[config.mk]
export PLATFORM = sky130hd
export DESIGN_NAME = gp_ports
export DESIGN_NICKNAME = d
export VERILOG_FILES = /design/src/logic/gp_pkg.sv /design/src/logic/gp_ports.sv
export SDC_FILE = /design/constraint.sdc
export NUM_CORES = 1
export LEC_CHECK = 0
export BUFFER_PORTS_ARGS = -buffer_cell sky130_fd_sc_hd__buf_4
export CAP_MARGIN = 20
export CORE_ASPECT_RATIO = 0.9
export CORE_MARGIN = 1
export CORE_UTILIZATION = 56
export DETAILED_ROUTE_END_ITERATION = 8
export HOLD_SLACK_MARGIN = 0.02
export PLACE_DENSITY = 0.83
export REMOVE_ABC_BUFFERS = 1
export SYNTH_ARGS = -nofsm -noshare
export SYNTH_HDL_FRONTEND = slang
export SYNTH_SLANG_ARGS = --single-unit
[constraint.sdc]
create_clock -name pclk -period 3.95 [get_ports pclk]
set_input_delay 0.395 -clock pclk [delete_from_list [all_inputs] [get_ports pclk]]
set_output_delay 0.395 -clock pclk [all_outputs]
set_load 0.02 [all_outputs]
[src/logic/gp_pkg.sv]
// constants for the four-port general-purpose i/o block
package gp_pkg;
   // register indices as printed; byte address is four times the index
   localparam logic [8:0] IDX_FIRST_DATA   = 9'h005;
   localparam logic [8:0] IDX_SECOND_DATA  = 9'h006;
   localparam logic [8:0] IDX_THIRD_DATA   = 9'h007;
   localparam logic [8:0] IDX_FOURTH_DATA  = 9'h008;
   localparam logic [8:0] IDX_INTR_CTRL    = 9'h00b;
   localparam logic [8:0] IDX_OPTION       = 9'h081;
   localparam logic [8:0] IDX_FIRST_DIR    = 9'h085;
   localparam logic [8:0] IDX_SECOND_DIR   = 9'h086;
   localparam logic [8:0] IDX_THIRD_DIR    = 9'h087;
   localparam logic [8:0] IDX_FOURTH_DIR   = 9'h088;
   localparam logic [8:0] IDX_ANALOG_CFG   = 9'h09f;
   localparam logic [8:0] IDX_SEG_ENABLE   = 9'h10d;
   localparam logic [8:0] IDX_CTRL_STATUS  = 9'h110;
   // reset values
   localparam logic [7:0] RST_OPTION       = 8'hff;
   localparam logic [5:0] RST_DIR6         = 6'h3f;
   localparam logic [7:0] RST_DIR8         = 8'hff;
   localparam logic [2:0] RST_ANALOG_CFG   = 3'h0;
   localparam logic [7:0] RST_SEG_ENABLE   = 8'hff;
   localparam logic [7:0] RST_FOURTH_DATA  = 8'h00;
   localparam logic [7:0] RST_FIRST_DATA   = 8'h00;
   // field positions
   localparam int POS_PULLUP_DIS_N = 7;
   localparam int POS_CHANGE_FLAG  = 0;
   localparam int POS_OPEN_DRAIN   = 4;
   localparam int POS_EXT_INT      = 0;
   localparam int POS_PROG_CLK     = 6;
   localparam int POS_PROG_DAT     = 7;
   localparam int POS_SLEEP        = 0;
   localparam int POS_WAKE         = 1;
   localparam int POS_PROG_MODE    = 2;
   localparam int POS_PIN_STATE    = 3;
   // segment enable bits that own fourth-port pins
   localparam int POS_SEG_LOW      = 0;
   localparam int POS_SEG_HIGH     = 7;
endpackage

[src/logic/gp_ports.sv]
// gpio ports a to d with apb register access
`timescale 1ns/10ps
module gp_ports (
   input  wire logic        pclk,
   input  wire logic        presetn,
   input  wire logic        psel,
   input  wire logic        penable,
   input  wire logic        pwrite,
   input  wire logic [11:0] paddr,
   input  wire logic [31:0] pwdata,
   output logic      [31:0] prdata,
   output logic             pready,
   output logic             pslverr,
   input  wire logic [5:0]  first_pin_in,
   output logic      [5:0]  first_pin_out,
   output logic      [5:0]  first_pin_oe,
   input  wire logic [7:0]  second_pin_in,
   output logic      [7:0]  second_pin_out,
   output logic      [7:0]  second_pin_oe,
   output logic      [7:0]  second_pullup_en,
   input  wire logic [5:0]  third_pin_in,
   output logic      [5:0]  third_pin_out,
   output logic      [5:0]  third_pin_oe,
   input  wire logic [5:0]  third_periph_out_en,
   input  wire logic [5:0]  third_periph_in_force,
   input  wire logic [5:0]  third_periph_out,
   output logic      [5:0]  third_periph_in,
   input  wire logic [7:0]  fourth_pin_in,
   output logic      [7:0]  fourth_pin_out,
   output logic      [7:0]  fourth_pin_oe,
   output logic      [7:0]  fourth_segment_sel,
   output logic             timer_ext_clock_in,
   output logic      [4:0]  analog_pin_sel,
   output logic             vref_pin_sel,
   output logic             ext_interrupt_pin,
   output logic             prog_clock_in,
   output logic             prog_data_in,
   output logic             change_flag,
   output logic             wake_up
);
   typedef struct packed {
      // two-stage synchronisers, one pair per port
      logic [5:0]  a_s1;
      logic [5:0]  a_s2;
      logic [7:0]  b_s1;
      logic [7:0]  b_s2;
      logic [5:0]  c_s1;
      logic [5:0]  c_s2;
      logic [7:0]  d_s1;
      logic [7:0]  d_s2;
      // software-visible latches and controls
      logic [5:0]  a_lat;
      logic [5:0]  a_dir;
      logic [7:0]  b_lat;
      logic [7:0]  b_dir;
      logic [5:0]  c_lat;
      logic [5:0]  c_dir;
      logic [7:0]  d_lat;
      logic [7:0]  d_dir;
      logic [7:0]  option;
      logic [2:0]  acfg;
      logic [7:0]  seg_en;
      // change detection and power state
      logic [3:0]  snap;
      logic        flag;
      logic        sleep;
      logic        prog_mode;
      logic        wake;
      // bus answer
      logic [31:0] rdata;
      logic        ready;
      logic        err;
      // registered copies of every pin-side output
      logic [5:0]  a_out;
      logic [5:0]  a_oe;
      logic [7:0]  b_out;
      logic [7:0]  b_oe;
      logic [7:0]  b_pu;
      logic [5:0]  c_out;
      logic [5:0]  c_oe;
      logic [5:0]  c_pin;
      logic [7:0]  d_out;
      logic [7:0]  d_oe;
      logic [7:0]  dseg;
      logic [4:0]  asel;
      logic        vref;
      logic        t0ck;
      logic        eint;
      logic        pclk_in;
      logic        pdat_in;
   } gp_state_s;

   gp_state_s st_r, st_nxt;

   // analog mask per first-port pin; bit 4 is never analog
   function automatic logic [5:0] analog_mask(input logic [2:0] cfg);
      case (cfg)
         3'h0:    analog_mask = 6'h2f;
         3'h1:    analog_mask = 6'h2f;
         3'h2:    analog_mask = 6'h2f;
         3'h3:    analog_mask = 6'h2f;
         3'h4:    analog_mask = 6'h0b;
         3'h5:    analog_mask = 6'h0b;
         3'h6:    analog_mask = 6'h00;
         3'h7:    analog_mask = 6'h00;
         default: analog_mask = 6'h00;
      endcase
   endfunction

   // odd codes other than 7 turn pin 3 into the reference input
   function automatic logic vref_sel(input logic [2:0] cfg);
      vref_sel = cfg[0] & (cfg != 3'h7);
   endfunction

   // paddr is a byte address; a misaligned offset never matches
   function automatic logic is_reg(input logic [11:0] a, input logic [8:0] idx);
      is_reg = (a[1:0] == 2'h0) && (a[11:2] == {1'b0, idx});
   endfunction

   // one enable bit owns pins 4:0, another owns pins 7:5
   function automatic logic [7:0] seg_spread(input logic [7:0] en);
      seg_spread = {{3{en[gp_pkg::POS_SEG_HIGH]}}, {5{en[gp_pkg::POS_SEG_LOW]}}};
   endfunction

   logic       setup_wr;
   logic       setup_rd;
   logic [5:0] amask;
   logic [5:0] a_dig;
   logic [3:0] mism;
   logic [5:0] c_dir_eff;
   logic [7:0] d_seg;

   // everything is decoded in the setup cycle; the access phase only reports
   assign setup_wr = psel & ~penable & pwrite;
   assign setup_rd = psel & ~penable & ~pwrite;

   always_comb begin
      st_nxt = st_r;
      st_nxt.ready = 1'b0;
      st_nxt.err = 1'b0;
      // two-stage synchronisers; stage one only feeds stage two
      st_nxt.a_s1 = first_pin_in;
      st_nxt.a_s2 = st_r.a_s1;
      st_nxt.b_s1 = second_pin_in;
      st_nxt.b_s2 = st_r.b_s1;
      st_nxt.c_s1 = third_pin_in;
      st_nxt.c_s2 = st_r.c_s1;
      st_nxt.d_s1 = fourth_pin_in;
      st_nxt.d_s2 = st_r.d_s1;

      amask = analog_mask(st_r.acfg);
      a_dig = ~amask;
      // mismatch on input pins only, upper nibble
      mism = (st_r.b_s2[7:4] ^ st_r.snap) & st_r.b_dir[7:4];
      if (|mism) begin
         st_nxt.flag = 1'b1;
         if (st_r.sleep) begin
            st_nxt.sleep = 1'b0;
            st_nxt.wake = 1'b1;
         end
      end

      // answer with zero wait states: access phase always ready
      if (setup_wr | setup_rd) begin
         st_nxt.ready = 1'b1;
         st_nxt.rdata = 32'h0000_0000;
         st_nxt.err = 1'b1;
         if (is_reg(paddr, gp_pkg::IDX_FIRST_DATA)) begin
            st_nxt.err = 1'b0;
            st_nxt.rdata[5:0] = st_r.a_s2 & a_dig;
            // a write loads the latch from pwdata alone; a read returns the sampled pins, analog pins as zero
            if (pwrite)
               st_nxt.a_lat = pwdata[5:0];
         end

         if (is_reg(paddr, gp_pkg::IDX_SECOND_DATA)) begin
            st_nxt.err = 1'b0;
            st_nxt.rdata[7:0] = st_r.b_s2;
            st_nxt.snap = st_r.b_s2[7:4];
            if (pwrite)
               st_nxt.b_lat = pwdata[7:0];
         end

         if (is_reg(paddr, gp_pkg::IDX_THIRD_DATA)) begin
            st_nxt.err = 1'b0;
            st_nxt.rdata[5:0] = st_r.c_s2;
            if (pwrite)
               st_nxt.c_lat = pwdata[5:0];
         end

         if (is_reg(paddr, gp_pkg::IDX_FOURTH_DATA)) begin
            st_nxt.err = 1'b0;
            st_nxt.rdata[7:0] = st_r.d_s2;
            if (pwrite)
               st_nxt.d_lat = pwdata[7:0];
         end

         if (is_reg(paddr, gp_pkg::IDX_INTR_CTRL)) begin
            st_nxt.err = 1'b0;
            st_nxt.rdata[gp_pkg::POS_CHANGE_FLAG] = st_r.flag;
            // software clear loses to a live mismatch
            if (pwrite && !pwdata[gp_pkg::POS_CHANGE_FLAG] && !(|mism))
               st_nxt.flag = 1'b0;
         end

         if (is_reg(paddr, gp_pkg::IDX_OPTION)) begin
            st_nxt.err = 1'b0;
            st_nxt.rdata[7:0] = st_r.option;
            if (pwrite)
               st_nxt.option = pwdata[7:0];
         end

         if (is_reg(paddr, gp_pkg::IDX_FIRST_DIR)) begin
            st_nxt.err = 1'b0;
            st_nxt.rdata[5:0] = st_r.a_dir;
            if (pwrite)
               st_nxt.a_dir = pwdata[5:0];
         end

         if (is_reg(paddr, gp_pkg::IDX_SECOND_DIR)) begin
            st_nxt.err = 1'b0;
            st_nxt.rdata[7:0] = st_r.b_dir;
            if (pwrite)
               st_nxt.b_dir = pwdata[7:0];
         end

         if (is_reg(paddr, gp_pkg::IDX_THIRD_DIR)) begin
            st_nxt.err = 1'b0;
            st_nxt.rdata[5:0] = st_r.c_dir;
            if (pwrite)
               st_nxt.c_dir = pwdata[5:0];
         end

         if (is_reg(paddr, gp_pkg::IDX_FOURTH_DIR)) begin
            st_nxt.err = 1'b0;
            st_nxt.rdata[7:0] = st_r.d_dir;
            if (pwrite)
               st_nxt.d_dir = pwdata[7:0];
         end

         if (is_reg(paddr, gp_pkg::IDX_ANALOG_CFG)) begin
            st_nxt.err = 1'b0;
            st_nxt.rdata[2:0] = st_r.acfg;
            if (pwrite)
               st_nxt.acfg = pwdata[2:0];
         end

         if (is_reg(paddr, gp_pkg::IDX_SEG_ENABLE)) begin
            st_nxt.err = 1'b0;
            st_nxt.rdata[7:0] = st_r.seg_en;
            if (pwrite)
               st_nxt.seg_en = pwdata[7:0];
         end

         if (is_reg(paddr, gp_pkg::IDX_CTRL_STATUS)) begin
            st_nxt.err = 1'b0;
            st_nxt.rdata[gp_pkg::POS_SLEEP] = st_r.sleep;
            st_nxt.rdata[gp_pkg::POS_WAKE] = st_r.wake;
            st_nxt.rdata[gp_pkg::POS_PROG_MODE] = st_r.prog_mode;
            st_nxt.rdata[gp_pkg::POS_PIN_STATE] = |mism;
            if (pwrite) begin
               st_nxt.sleep = pwdata[gp_pkg::POS_SLEEP] & ~(|mism);
               st_nxt.prog_mode = pwdata[gp_pkg::POS_PROG_MODE];
               if (pwdata[gp_pkg::POS_WAKE] && !(|mism && st_r.sleep))
                  st_nxt.wake = 1'b0;
            end
         end
         // a refused write still must not alter anything; error only on the bus
         if (st_nxt.err)
            st_nxt.rdata = 32'h0000_0000;
      end

      // first port drivers; bit 4 open drain pulls low only
      st_nxt.a_out = st_r.a_lat;
      st_nxt.a_oe = ~st_r.a_dir;
      st_nxt.a_out[gp_pkg::POS_OPEN_DRAIN] = 1'b0;
      st_nxt.a_oe[gp_pkg::POS_OPEN_DRAIN] = ~st_r.a_dir[gp_pkg::POS_OPEN_DRAIN] &
                                             ~st_r.a_lat[gp_pkg::POS_OPEN_DRAIN];
      st_nxt.t0ck = st_r.a_s2[gp_pkg::POS_OPEN_DRAIN];

      // second port
      st_nxt.b_out = st_r.b_lat;
      st_nxt.b_oe = ~st_r.b_dir;
      st_nxt.b_pu = st_r.option[gp_pkg::POS_PULLUP_DIS_N] ? 8'h00 : st_r.b_dir;
      // schmitt buffers are in the pad; core sees the synchronised level
      st_nxt.eint = st_r.b_s2[gp_pkg::POS_EXT_INT];
      st_nxt.pclk_in = st_r.prog_mode & st_r.b_s2[gp_pkg::POS_PROG_CLK];
      st_nxt.pdat_in = st_r.prog_mode & st_r.b_s2[gp_pkg::POS_PROG_DAT];

      // third port; peripheral overrides win while enabled
      c_dir_eff = (st_r.c_dir | third_periph_in_force) & ~third_periph_out_en;
      st_nxt.c_out = (third_periph_out & third_periph_out_en) |
                     (st_r.c_lat & ~third_periph_out_en);
      st_nxt.c_oe = ~c_dir_eff;
      st_nxt.c_pin = st_r.c_s2;

      // fourth port; bits 5..7 never drive, segment enable overrides direction
      d_seg = seg_spread(st_r.seg_en);
      st_nxt.d_out = st_r.d_lat;
      st_nxt.d_oe = ~st_r.d_dir & ~d_seg & 8'h1f;
      // owner map and enables come from one register, so they never disagree
      st_nxt.dseg = d_seg;

      // analog routing registered so the converter side sees a clean level
      st_nxt.asel = {amask[5], amask[3:0]};
      st_nxt.vref = vref_sel(st_r.acfg);
   end

   // only one reset exists, so every latch starts from a known value
   always_ff @(posedge pclk or negedge presetn) begin
      if (!presetn) begin
         st_r <= '0;
         st_r.a_lat <= gp_pkg::RST_FIRST_DATA[5:0];
         st_r.a_dir <= gp_pkg::RST_DIR6;
         st_r.b_dir <= gp_pkg::RST_DIR8;
         st_r.c_dir <= gp_pkg::RST_DIR6;
         st_r.d_dir <= gp_pkg::RST_DIR8;
         st_r.d_lat <= gp_pkg::RST_FOURTH_DATA;
         st_r.option <= gp_pkg::RST_OPTION;
         st_r.acfg <= gp_pkg::RST_ANALOG_CFG;
         st_r.seg_en <= gp_pkg::RST_SEG_ENABLE;
      end else begin
         st_r <= st_nxt;
      end
   end

   // every output below is a bare register field
   assign prdata             = st_r.rdata;
   assign pready             = st_r.ready;
   assign pslverr            = st_r.err;
   assign first_pin_out      = st_r.a_out;
   assign first_pin_oe       = st_r.a_oe;
   assign second_pin_out     = st_r.b_out;
   assign second_pin_oe      = st_r.b_oe;
   assign second_pullup_en   = st_r.b_pu;
   assign third_pin_out      = st_r.c_out;
   assign third_pin_oe       = st_r.c_oe;
   assign third_periph_in    = st_r.c_pin;
   assign fourth_pin_out     = st_r.d_out;
   assign fourth_pin_oe      = st_r.d_oe;
   assign fourth_segment_sel = st_r.dseg;
   assign timer_ext_clock_in = st_r.t0ck;
   assign analog_pin_sel     = st_r.asel;
   assign vref_pin_sel       = st_r.vref;
   assign ext_interrupt_pin  = st_r.eint;
   assign prog_clock_in      = st_r.pclk_in;
   assign prog_data_in       = st_r.pdat_in;
   assign change_flag        = st_r.flag;
   assign wake_up            = st_r.wake;
endmodule

=== Yosys cells after proc, flatten, opt, wreduce, memory -nomap -nowiden ===
Memory sizes are Yosys's and may differ from the RTL's.
Cells that the tools add are included.

* Flip-flop bits (word level): 255
* Bits in read-only memories: 40
* Bits of input ports: 95
* Output and inout port bits: 124
* Logic and storage cells: 165
* Memories kept: 1

* Eq/ne operators: 14
* Multiplexer cells: 41
* Bitwise logic cells: 30
* Reduce and logical (&&, ||, !) cells: 35

{| class="wikitable"
|+ Memory list
! memory !! words !! bits a word !! rd ports !! clocked after Yosys merged registers in !! write ports !! line !! RTL
|-
| (no name shown) || 8 || 5 || 1 || 0 || 0 || gp_ports.sv:97 || <nowiki>case (cfg)</nowiki>
|}

{| class="wikitable"
|+ Operators by type and width
! operator !! count
|-
| 8-bit two-way mux || 11
|-
| 10-bit by 8-bit == test with 1-bit output (second input constant) || 6
|-
| 38-bit two-way mux || 1
|-
| 3-bit AND reduction || 12
|-
| 10-bit by 3-bit == test with 1-bit output (second input constant) || 3
|-
| 6-bit bitwise AND || 4
|-
| 6-bit two-way mux || 4
|-
| 6-bit NOT || 4
|-
| 10-bit by 4-bit == test with 1-bit output (second input constant) || 2
|-
| 10-bit by 9-bit == test with 1-bit output (second input constant) || 2
|-
| 1-bit two-way mux || 20
|-
| 1-bit logical AND || 17
|-
| 6-bit OR || 2
|-
| 5-bit NOT || 2
|-
| 3-bit two-way mux || 3
|-
| 1-bit bitwise AND || 8
|-
| 8-bit NOT || 1
|-
| 5-bit bitwise AND || 1
|-
| 1-bit NOT || 5
|-
| 4-bit bitwise AND || 1
|-
| 4-bit two-way mux || 1
|-
| 4-bit OR reduction || 1
|-
| 4-bit XOR || 1
|-
| 1-bit zero test || 3
|-
| other kinds (5) || 5
|}

=== Logic depth before layout (Yosys ltp) ===
An unclocked memory read counts as a cell.

* Depth after elaboration: 21
* Mapped depth: 9
* Mapped depth without buffers: 7

=== Least setup slack after synthesis ===
No wires, ideal clock.

* Path kind: input-to-reg
* Start point: in paddr[1]
* End point: reg st_r, in the netlist prdata[3]
* Library setup time: 126 ps
* Arrival time: 2105 ps
* Data required time: 3824 ps
* Setup slack: 1719 ps
* Cell stages on the path: 7
* Buffers on the path: 3
* Path through: or4_4 > buf_6 > buf_6 > buf_2 > o41ai_1 > nor2_1 > a221o_1

* Cells in the longest elaborated chain, start to end: 17
* Elaborated cells between the ends (all ways): 43
* Classes of those cells: mux: 29; reduce/logical: 14

{| class="wikitable"
|+ Ends and longest elaborated chain
! element !! line !! RTL
|-
| start: declaration || gp_ports.sv:9 || <nowiki>input wire logic [11:0] paddr,</nowiki>
|-
| 2-bit zero test * || gp_ports.sv:117 || <nowiki>is_reg = (a[1:0] == 2'h0) && (a[11:2] == {1'b0, idx});</nowiki>
|-
| 1-bit logical AND || gp_ports.sv:117 ||
|-
| 6-bit two-way mux or 1-bit two-way mux (tied branches) || gp_ports.sv:168 || <nowiki>if (is_reg(paddr, gp_pkg::IDX_FIRST_DATA)) begin</nowiki>
|-
| 8-bit two-way mux or 1-bit two-way mux (tied branches) || gp_ports.sv:176 || <nowiki>if (is_reg(paddr, gp_pkg::IDX_SECOND_DATA)) begin</nowiki>
|-
| 8-bit two-way mux or 1-bit two-way mux (tied branches) || - ||
|-
| 6-bit two-way mux or 1-bit two-way mux (tied branches) || gp_ports.sv:184, gp_ports.sv:191 ||
|-
| 8-bit two-way mux or 1-bit two-way mux (tied branches) || gp_ports.sv:191, gp_ports.sv:198 ||
|-
| 8-bit two-way mux or 1-bit two-way mux (tied branches) || - ||
|-
| 8-bit two-way mux or 1-bit two-way mux (tied branches) || gp_ports.sv:206, gp_ports.sv:213 ||
|-
| 8-bit two-way mux or 1-bit two-way mux (tied branches) || gp_ports.sv:164, gp_ports.sv:220 ||
|-
| 6-bit two-way mux or 1-bit two-way mux (tied branches) || gp_ports.sv:213, gp_ports.sv:227 ||
|-
| 8-bit two-way mux or 1-bit two-way mux (tied branches) || gp_ports.sv:220, gp_ports.sv:234 ||
|-
| 6-bit two-way mux or 1-bit two-way mux (tied branches) || gp_ports.sv:227, gp_ports.sv:241 ||
|-
| 8-bit two-way mux or 1-bit two-way mux (tied branches) || gp_ports.sv:234, gp_ports.sv:248 ||
|-
| 8-bit two-way mux or 1-bit two-way mux (tied branches) || gp_ports.sv:248, gp_ports.sv:255 ||
|-
| 4-bit two-way mux or 1-bit two-way mux (tied branches) || gp_ports.sv:255, gp_ports.sv:164 ||
|-
| 8-bit two-way mux * || gp_ports.sv:269 || <nowiki>if (st_nxt.err)</nowiki>
|-
| end signal: assignment || gp_ports.sv:323 || <nowiki>st_r <= st_nxt;</nowiki>
|-
| end: declaration || gp_ports.sv:93 || <nowiki>gp_state_s st_r, st_nxt;</nowiki>
|}

Mark *: on every way between the ends. The rest lies on a longest branch, timed or not. The select of a mux whose other input is x is not followed.
A chain may end at the register's enable or synchronous reset.

=== Worst setup path after layout ===
* Start point: in paddr[9]
* End point: reg st_r, in the netlist st_nxt[70]

* Cells in the longest elaborated chain, start to end: 3

{| class="wikitable"
|+ Ends and longest elaborated chain
! element !! line
|-
| 10-bit by 3-bit == test with 1-bit output || gp_ports.sv:117
|-
| 1-bit logical AND || gp_ports.sv:117
|-
| 3-bit AND reduction (no line) || -
|}

Every way passes these cells.

==> impl_results.html <==
<table>
<tr><th>Metric</th><th>Value</th></tr>
<tr><th colspan="2">Detailed routing</th></tr>
<tr><td>Final wirelength</td><td>about 21000 um</td></tr>
<tr><td>Post-detailed-route count of antenna-violating nets</td><td>0</td></tr>
<tr><td>Number of iterations in the first detailed-routing pass</td><td>5</td></tr>
<tr><td>Vias per cell</td><td>around 5.5</td></tr>
<tr><td>Detailed-route DRC error count</td><td>0</td></tr>
<tr><td>1st-iter DRT viols</td><td>about 410</td></tr>
<tr><td>Count of vias placed by the detailed router</td><td>between 5000 and 6000</td></tr>
<tr><td>WL per Instance</td><td>around 20 um</td></tr>
<tr><th colspan="2">Placed design</th></tr>
<tr><td>Port-buffer cells</td><td>166</td></tr>
<tr><td>Hpwl dp</td><td>between 10000 and 15000 um</td></tr>
<tr><td>Final weighted congestion in routability-driven placement</td><td>between 0.9 and 1</td></tr>
<tr><th colspan="2">Clock tree</th></tr>
<tr><td>TritonCTS Buffers</td><td>23</td></tr>
<tr><td>Total of cells resized after clock tree synthesis</td><td>0</td></tr>
<tr><td>CTS tree</td><td>done</td></tr>
<tr><td>Post-CTS setup buffer count</td><td>0</td></tr>
<tr><td>CTS HTree Levels</td><td>1</td></tr>
<tr><td>Clock-pin slew reported for the worst setup and hold paths after clock tree synthesis</td><td>roughly 60 ps</td></tr>
<tr><td>Number of sinks on the clock net</td><td>between 200 and 250</td></tr>
<tr><td>Clock tree root buffer cell</td><td>sky130_fd_sc_hd__clkbuf_16</td></tr>
<tr><td>Clock insertion delay at the later pin of the skew report</td><td>500 ps</td></tr>
<tr><td>Clk buf depth</td><td>3</td></tr>
<tr><th colspan="2">Die</th></tr>
<tr><td>I/O pins</td><td>between 200 and 250</td></tr>
<tr><td>Die area</td><td>roughly 17000 um^2</td></tr>
<tr><td>Number of standard-cell rows in the floorplan</td><td>between 40 and 50</td></tr>
<tr><td>Chip height</td><td>between 100 and 150 um</td></tr>
<tr><td>Core area</td><td>about 16000 um^2</td></tr>
<tr><td>Starting density of the core</td><td>0.574</td></tr>
<tr><td>Width of the chip</td><td>approximately 140 um</td></tr>
<tr><th colspan="2">Yosys</th></tr>
<tr><td>Number of enable flip-flop cells after synthesis</td><td>0</td></tr>
<tr><td>Post-synth top flop</td><td>sky130_fd_sc_hd__dfrtp_1</td></tr>
<tr><td>Netlist area before placement</td><td>between 9000 and 10000 um^2</td></tr>
<tr><td>Synth Instances</td><td>around 700</td></tr>
<tr><td>Synthesized area per cell</td><td>between 10 and 15 um^2</td></tr>
<tr><td>Fraction of the yosys area taken by sequential cells</td><td>0.612</td></tr>
<tr><td>Yosys warning total</td><td>0</td></tr>
<tr><td>Number of synthesized register bits</td><td>roughly 220</td></tr>
<tr><td>Number of distinct library cells after synthesis</td><td>71</td></tr>
<tr><td>Post-synth ARST share</td><td>1.00</td></tr>
<tr><th colspan="2">Setup path</th></tr>
<tr><td>Capturing point of the worst reg2reg path</td><td>prdata[3]</td></tr>
<tr><td>Type of destination of the critical path</td><td>flop</td></tr>
<tr><td>Library cell contributing the largest single delay on the critical path</td><td>sky130_fd_sc_hd__or4_1</td></tr>
<tr><td>Worst endpoint data arrival time</td><td>around 2900 ps</td></tr>
<tr><td>Crit path max fanout</td><td>9</td></tr>
<tr><td>Setup slack of the worst register-to-register path</td><td>between 2000 and 2500 ps</td></tr>
<tr><td>Critical path, cell by cell</td><td>buf_4 &gt; or4_1 &gt; nor3_2 &gt; nand3_1 &gt; mux2_2</td></tr>
<tr><td>Delay contributed by the slowest stage of the critical path</td><td>~760 ps</td></tr>
<tr><td>Depth of the worst register-to-register path</td><td>5</td></tr>
<tr><td>Critical Path Source Type</td><td>input port</td></tr>
<tr><td>Critical path buffers and inverters</td><td>1</td></tr>
<tr><td>Data required, critical path</td><td>between 4000 and 5000 ps</td></tr>
<tr><td>R2r startpoint</td><td>st_r[140]</td></tr>
<tr><td>Type of the worst setup path</td><td>input port to flop</td></tr>
<tr><td>Delay-heaviest family, CP</td><td>simple AND/OR/NAND/NOR gates</td></tr>
<tr><th colspan="2">Pwr</th></tr>
<tr><td>Combinational power share</td><td>0.064</td></tr>
<tr><td>Proportion of total power due to net switching</td><td>0.222</td></tr>
<tr><td>Total power divided by cell area</td><td>around 420 nW/um^2</td></tr>
<tr><td>Peak supply drop</td><td>approximately 0.35 mV</td></tr>
<tr><td>Total power</td><td>between 4 and 5 mW</td></tr>
<tr><td>Sw power</td><td>1.03 mW</td></tr>
<tr><td>Clock network fraction of design power</td><td>0.427</td></tr>
<tr><td>Cell Int Power</td><td>around 3.6 mW</td></tr>
<tr><td>Static Leak</td><td>5.13 nW</td></tr>
<tr><td>Share of power burned in registers</td><td>0.509</td></tr>
<tr><th colspan="2">GRT</th></tr>
<tr><td>Global-route wire length before repair</td><td>between 30000 and 40000 um</td></tr>
<tr><td>Vias in the first global route</td><td>5699</td></tr>
<tr><td>Total overflow reported by the global router</td><td>0</td></tr>
<tr><td>Number of antenna violations at the first check in global routing</td><td>0</td></tr>
<tr><td>Pin count of the biggest net entering global routing</td><td>116</td></tr>
<tr><td>Total GRT Usage</td><td>0.257</td></tr>
<tr><th colspan="2">STA</th></tr>
<tr><td>Pin slew with the least headroom to its limit</td><td>between 800 and 900 ps</td></tr>
<tr><td>Total of endpoints with negative setup slack in the final report</td><td>0</td></tr>
<tr><td>RSZ-0062 raised after global routing</td><td>false</td></tr>
<tr><td>Max_slew headroom</td><td>0.444</td></tr>
<tr><td>Final Hold Vio Count</td><td>0</td></tr>
<tr><td>Worst-case clock skew</td><td>between 15 and 20 ps</td></tr>
<tr><td>Minimum clock period</td><td>2490 ps</td></tr>
<tr><td>Max-slew violation count</td><td>0</td></tr>
<tr><td>Final Cycle Share</td><td>0.629</td></tr>
<tr><td>Fmax</td><td>approximately 0.40 GHz</td></tr>
<tr><td>Worst Hold Slack</td><td>55.3 ps</td></tr>
<tr><td>Setup total negative slack</td><td>0 ps</td></tr>
<tr><th colspan="2">Layout</th></tr>
<tr><td>Leading cell types in the layout, fill and taps excluded</td><td>sky130_fd_sc_hd__dfrtp_1 (180), sky130_fd_sc_hd__buf_4 (175), sky130_fd_sc_hd__mux2_2 (78)</td></tr>
<tr><td>Most common cell after layout, fill and taps aside</td><td>sky130_fd_sc_hd__dfrtp_1</td></tr>
<tr><td>Ant diodes</td><td>0</td></tr>
<tr><td>NumNets Final</td><td>approximately 930</td></tr>
<tr><td>Share of layout cells above drive strength 1</td><td>0.404</td></tr>
<tr><td>Fin util</td><td>0.678</td></tr>
<tr><td>Layout overhead on the synthesized area</td><td>18.2%</td></tr>
<tr><th colspan="2">Worst hold path</th></tr>
<tr><td>Worst hold path depth</td><td>2</td></tr>
<tr><td>Hold Crit Class</td><td>input port to flop</td></tr>
<tr><td>Hold Crit Start</td><td>third_periph_in_force[0]</td></tr>
<tr><td>Worst Hold End</td><td>third_pin_oe[0]</td></tr>
<tr><th colspan="2">Job</th></tr>
<tr><td>Number of max-cap violations</td><td>0</td></tr>
<tr><th colspan="2">Run status</th></tr>
<tr><td>Result of the run</td><td>complete, no violations</td></tr>
</table>
-- layout make-up --
| cell class | instances | area [um^2] |
|---|---|---|
| clock buffer | 40 | 679 |
| clock inverter | 1 | 5.00 |
| fill | 1139 | 5200 |
| inverter | 20 | 75.1 |
| multi-input combinational | 363 | 2640 |
| sequential | 224 | 5660 |
| tap | 207 | 259 |
| timing repair buffer | 205 | 1620 |
-- power groups by stage --
stage / Sequential (mW) / Clock (mW) / Combinational [mW]
4_1_cts: 2.36 / 2.01 / 0.297
5_1_grt: 2.37 / 2.12 / 0.325
2_1_floorplan: 2.42 / 0 / 0.0725
3_5_place_dp: 2.40 / 0 / 0.273
3_3_place_gp: 2.40 / 0 / 0.269
6_report: 2.36 / 1.99 / 0.297
-- metal layers --
layer / track usage / part of all wire / vias to the layer above
met3: 0.0484 / 0.077 / 56
met5: 0 / 0 / -
met2: 0.407 / 0.47 / 273
met1: 0.362 / 0.42 / 2942
li1: - / - / 2609
met4: 0.0804 / 0.030 / 0
-- Yosys cell counts, types with 3 or more instances --
| master | count | area, um^2 |
|---|---|---|
| sky130_fd_sc_hd__dfrtp_1 | 180 | 4500 |
| sky130_fd_sc_hd__buf_4 | 116 | 871 |
| sky130_fd_sc_hd__mux2_2 | 78 | 878 |
| sky130_fd_sc_hd__dfstp_2 | 44 | 1160 |
| sky130_fd_sc_hd__nand2_1 | 37 | 139 |
| sky130_fd_sc_hd__nor2_1 | 35 | 131 |
| sky130_fd_sc_hd__inv_1 | 20 | 75.1 |
| sky130_fd_sc_hd__nor3_1 | 16 | 80.1 |
| sky130_fd_sc_hd__clkbuf_1 | 15 | 56.3 |
| sky130_fd_sc_hd__o21ai_0 | 15 | 75.1 |
| sky130_fd_sc_hd__a21oi_1 | 9 | 45.0 |
| sky130_fd_sc_hd__a22oi_1 | 7 | 52.6 |
| sky130_fd_sc_hd__nand3_1 | 7 | 35.0 |
| sky130_fd_sc_hd__and2_1 | 6 | 37.5 |
| sky130_fd_sc_hd__o21bai_1 | 6 | 45.0 |
| sky130_fd_sc_hd__a211oi_1 | 5 | 37.5 |
| sky130_fd_sc_hd__nand4_1 | 5 | 31.3 |
| sky130_fd_sc_hd__nor2b_1 | 5 | 31.3 |
| sky130_fd_sc_hd__nor3_2 | 5 | 50.1 |
| sky130_fd_sc_hd__nor4_1 | 5 | 31.3 |
| sky130_fd_sc_hd__o22ai_1 | 5 | 31.3 |
| sky130_fd_sc_hd__or3_1 | 5 | 31.3 |
| sky130_fd_sc_hd__a221oi_1 | 4 | 35.0 |
| sky130_fd_sc_hd__mux2_1 | 4 | 45.0 |
| sky130_fd_sc_hd__mux2i_1 | 4 | 40.0 |
| sky130_fd_sc_hd__nand2b_1 | 4 | 25.0 |
| sky130_fd_sc_hd__nand4b_1 | 4 | 35.0 |
| sky130_fd_sc_hd__o21a_1 | 4 | 30.0 |
| sky130_fd_sc_hd__or4b_1 | 4 | 40.0 |
| sky130_fd_sc_hd__xor2_1 | 4 | 35.0 |
| sky130_fd_sc_hd__a22o_1 | 3 | 26.3 |
| sky130_fd_sc_hd__a31oi_1 | 3 | 18.8 |
| sky130_fd_sc_hd__buf_2 | 3 | 15.0 |
| sky130_fd_sc_hd__o31ai_1 | 3 | 22.5 |
-- worst register-to-register path, cell delays in order, from the launching register on --
cell and delay [ps]:
sky130_fd_sc_hd__dfrtp_1 420, sky130_fd_sc_hd__and2_1 200, sky130_fd_sc_hd__a32o_1 290, sky130_fd_sc_hd__a211oi_1 350, sky130_fd_sc_hd__a21oi_1 160, sky130_fd_sc_hd__a221o_1 340
-- stage by stage --
step / area, um^2 / cells / setup WS [ps]
floorplan: 8370 / 607 / 1510
global placement: 9960 / 990 / 1060
detailed placement: 9960 / 990 / 1020
CTS: 10900 / 1060 / 1510
global route: 10900 / 1060 / 1400
finish: 10900 / 1060 / 1460
-- how the worst max path moves through the flow --
stage                     startpoint         end  slack, ps  cells past startpoint
after CTS                   paddr[9]  st_nxt[70]       1510                      5
final                       paddr[9]  st_nxt[70]       1460                      5
after detailed placement    paddr[9]  st_nxt[70]       1020                      5
after global placement      paddr[9]  st_nxt[71]       1060                      5
after global routing        paddr[9]  st_nxt[70]       1400                      5
after floorplan             paddr[1]   st_r[197]       1510                      5
-- state kept, by name (all words and copies together) (netlist names), 8 cells and up --
register / count
prdata: 8
st_r: 78
st_nxt: 57
second_pullup_en: 8
second_pin_oe: 8
second_pin_out: 8
fourth_pin_out: 8
-- logic make-up (layout without fill, tap and decap cells) --
group           Yosys count  in the layout  share of synthesized area
simple gates            159            159                     0.0978
flops                   224            224                      0.612
mux                      86             86                      0.104
xor+xnor                  4              4                    0.00379
buf+inv                 160            266                      0.114
compound gates           86             86                     0.0679
other cells               1             28                   0.000405
-- timing repair --
action / in CTS / in global routing
hold endpoints to repair: 89 / 0
hold buffers: 29 / 0
setup endpoints to repair: 0 / 0
(Power assumes the default switching activity.)
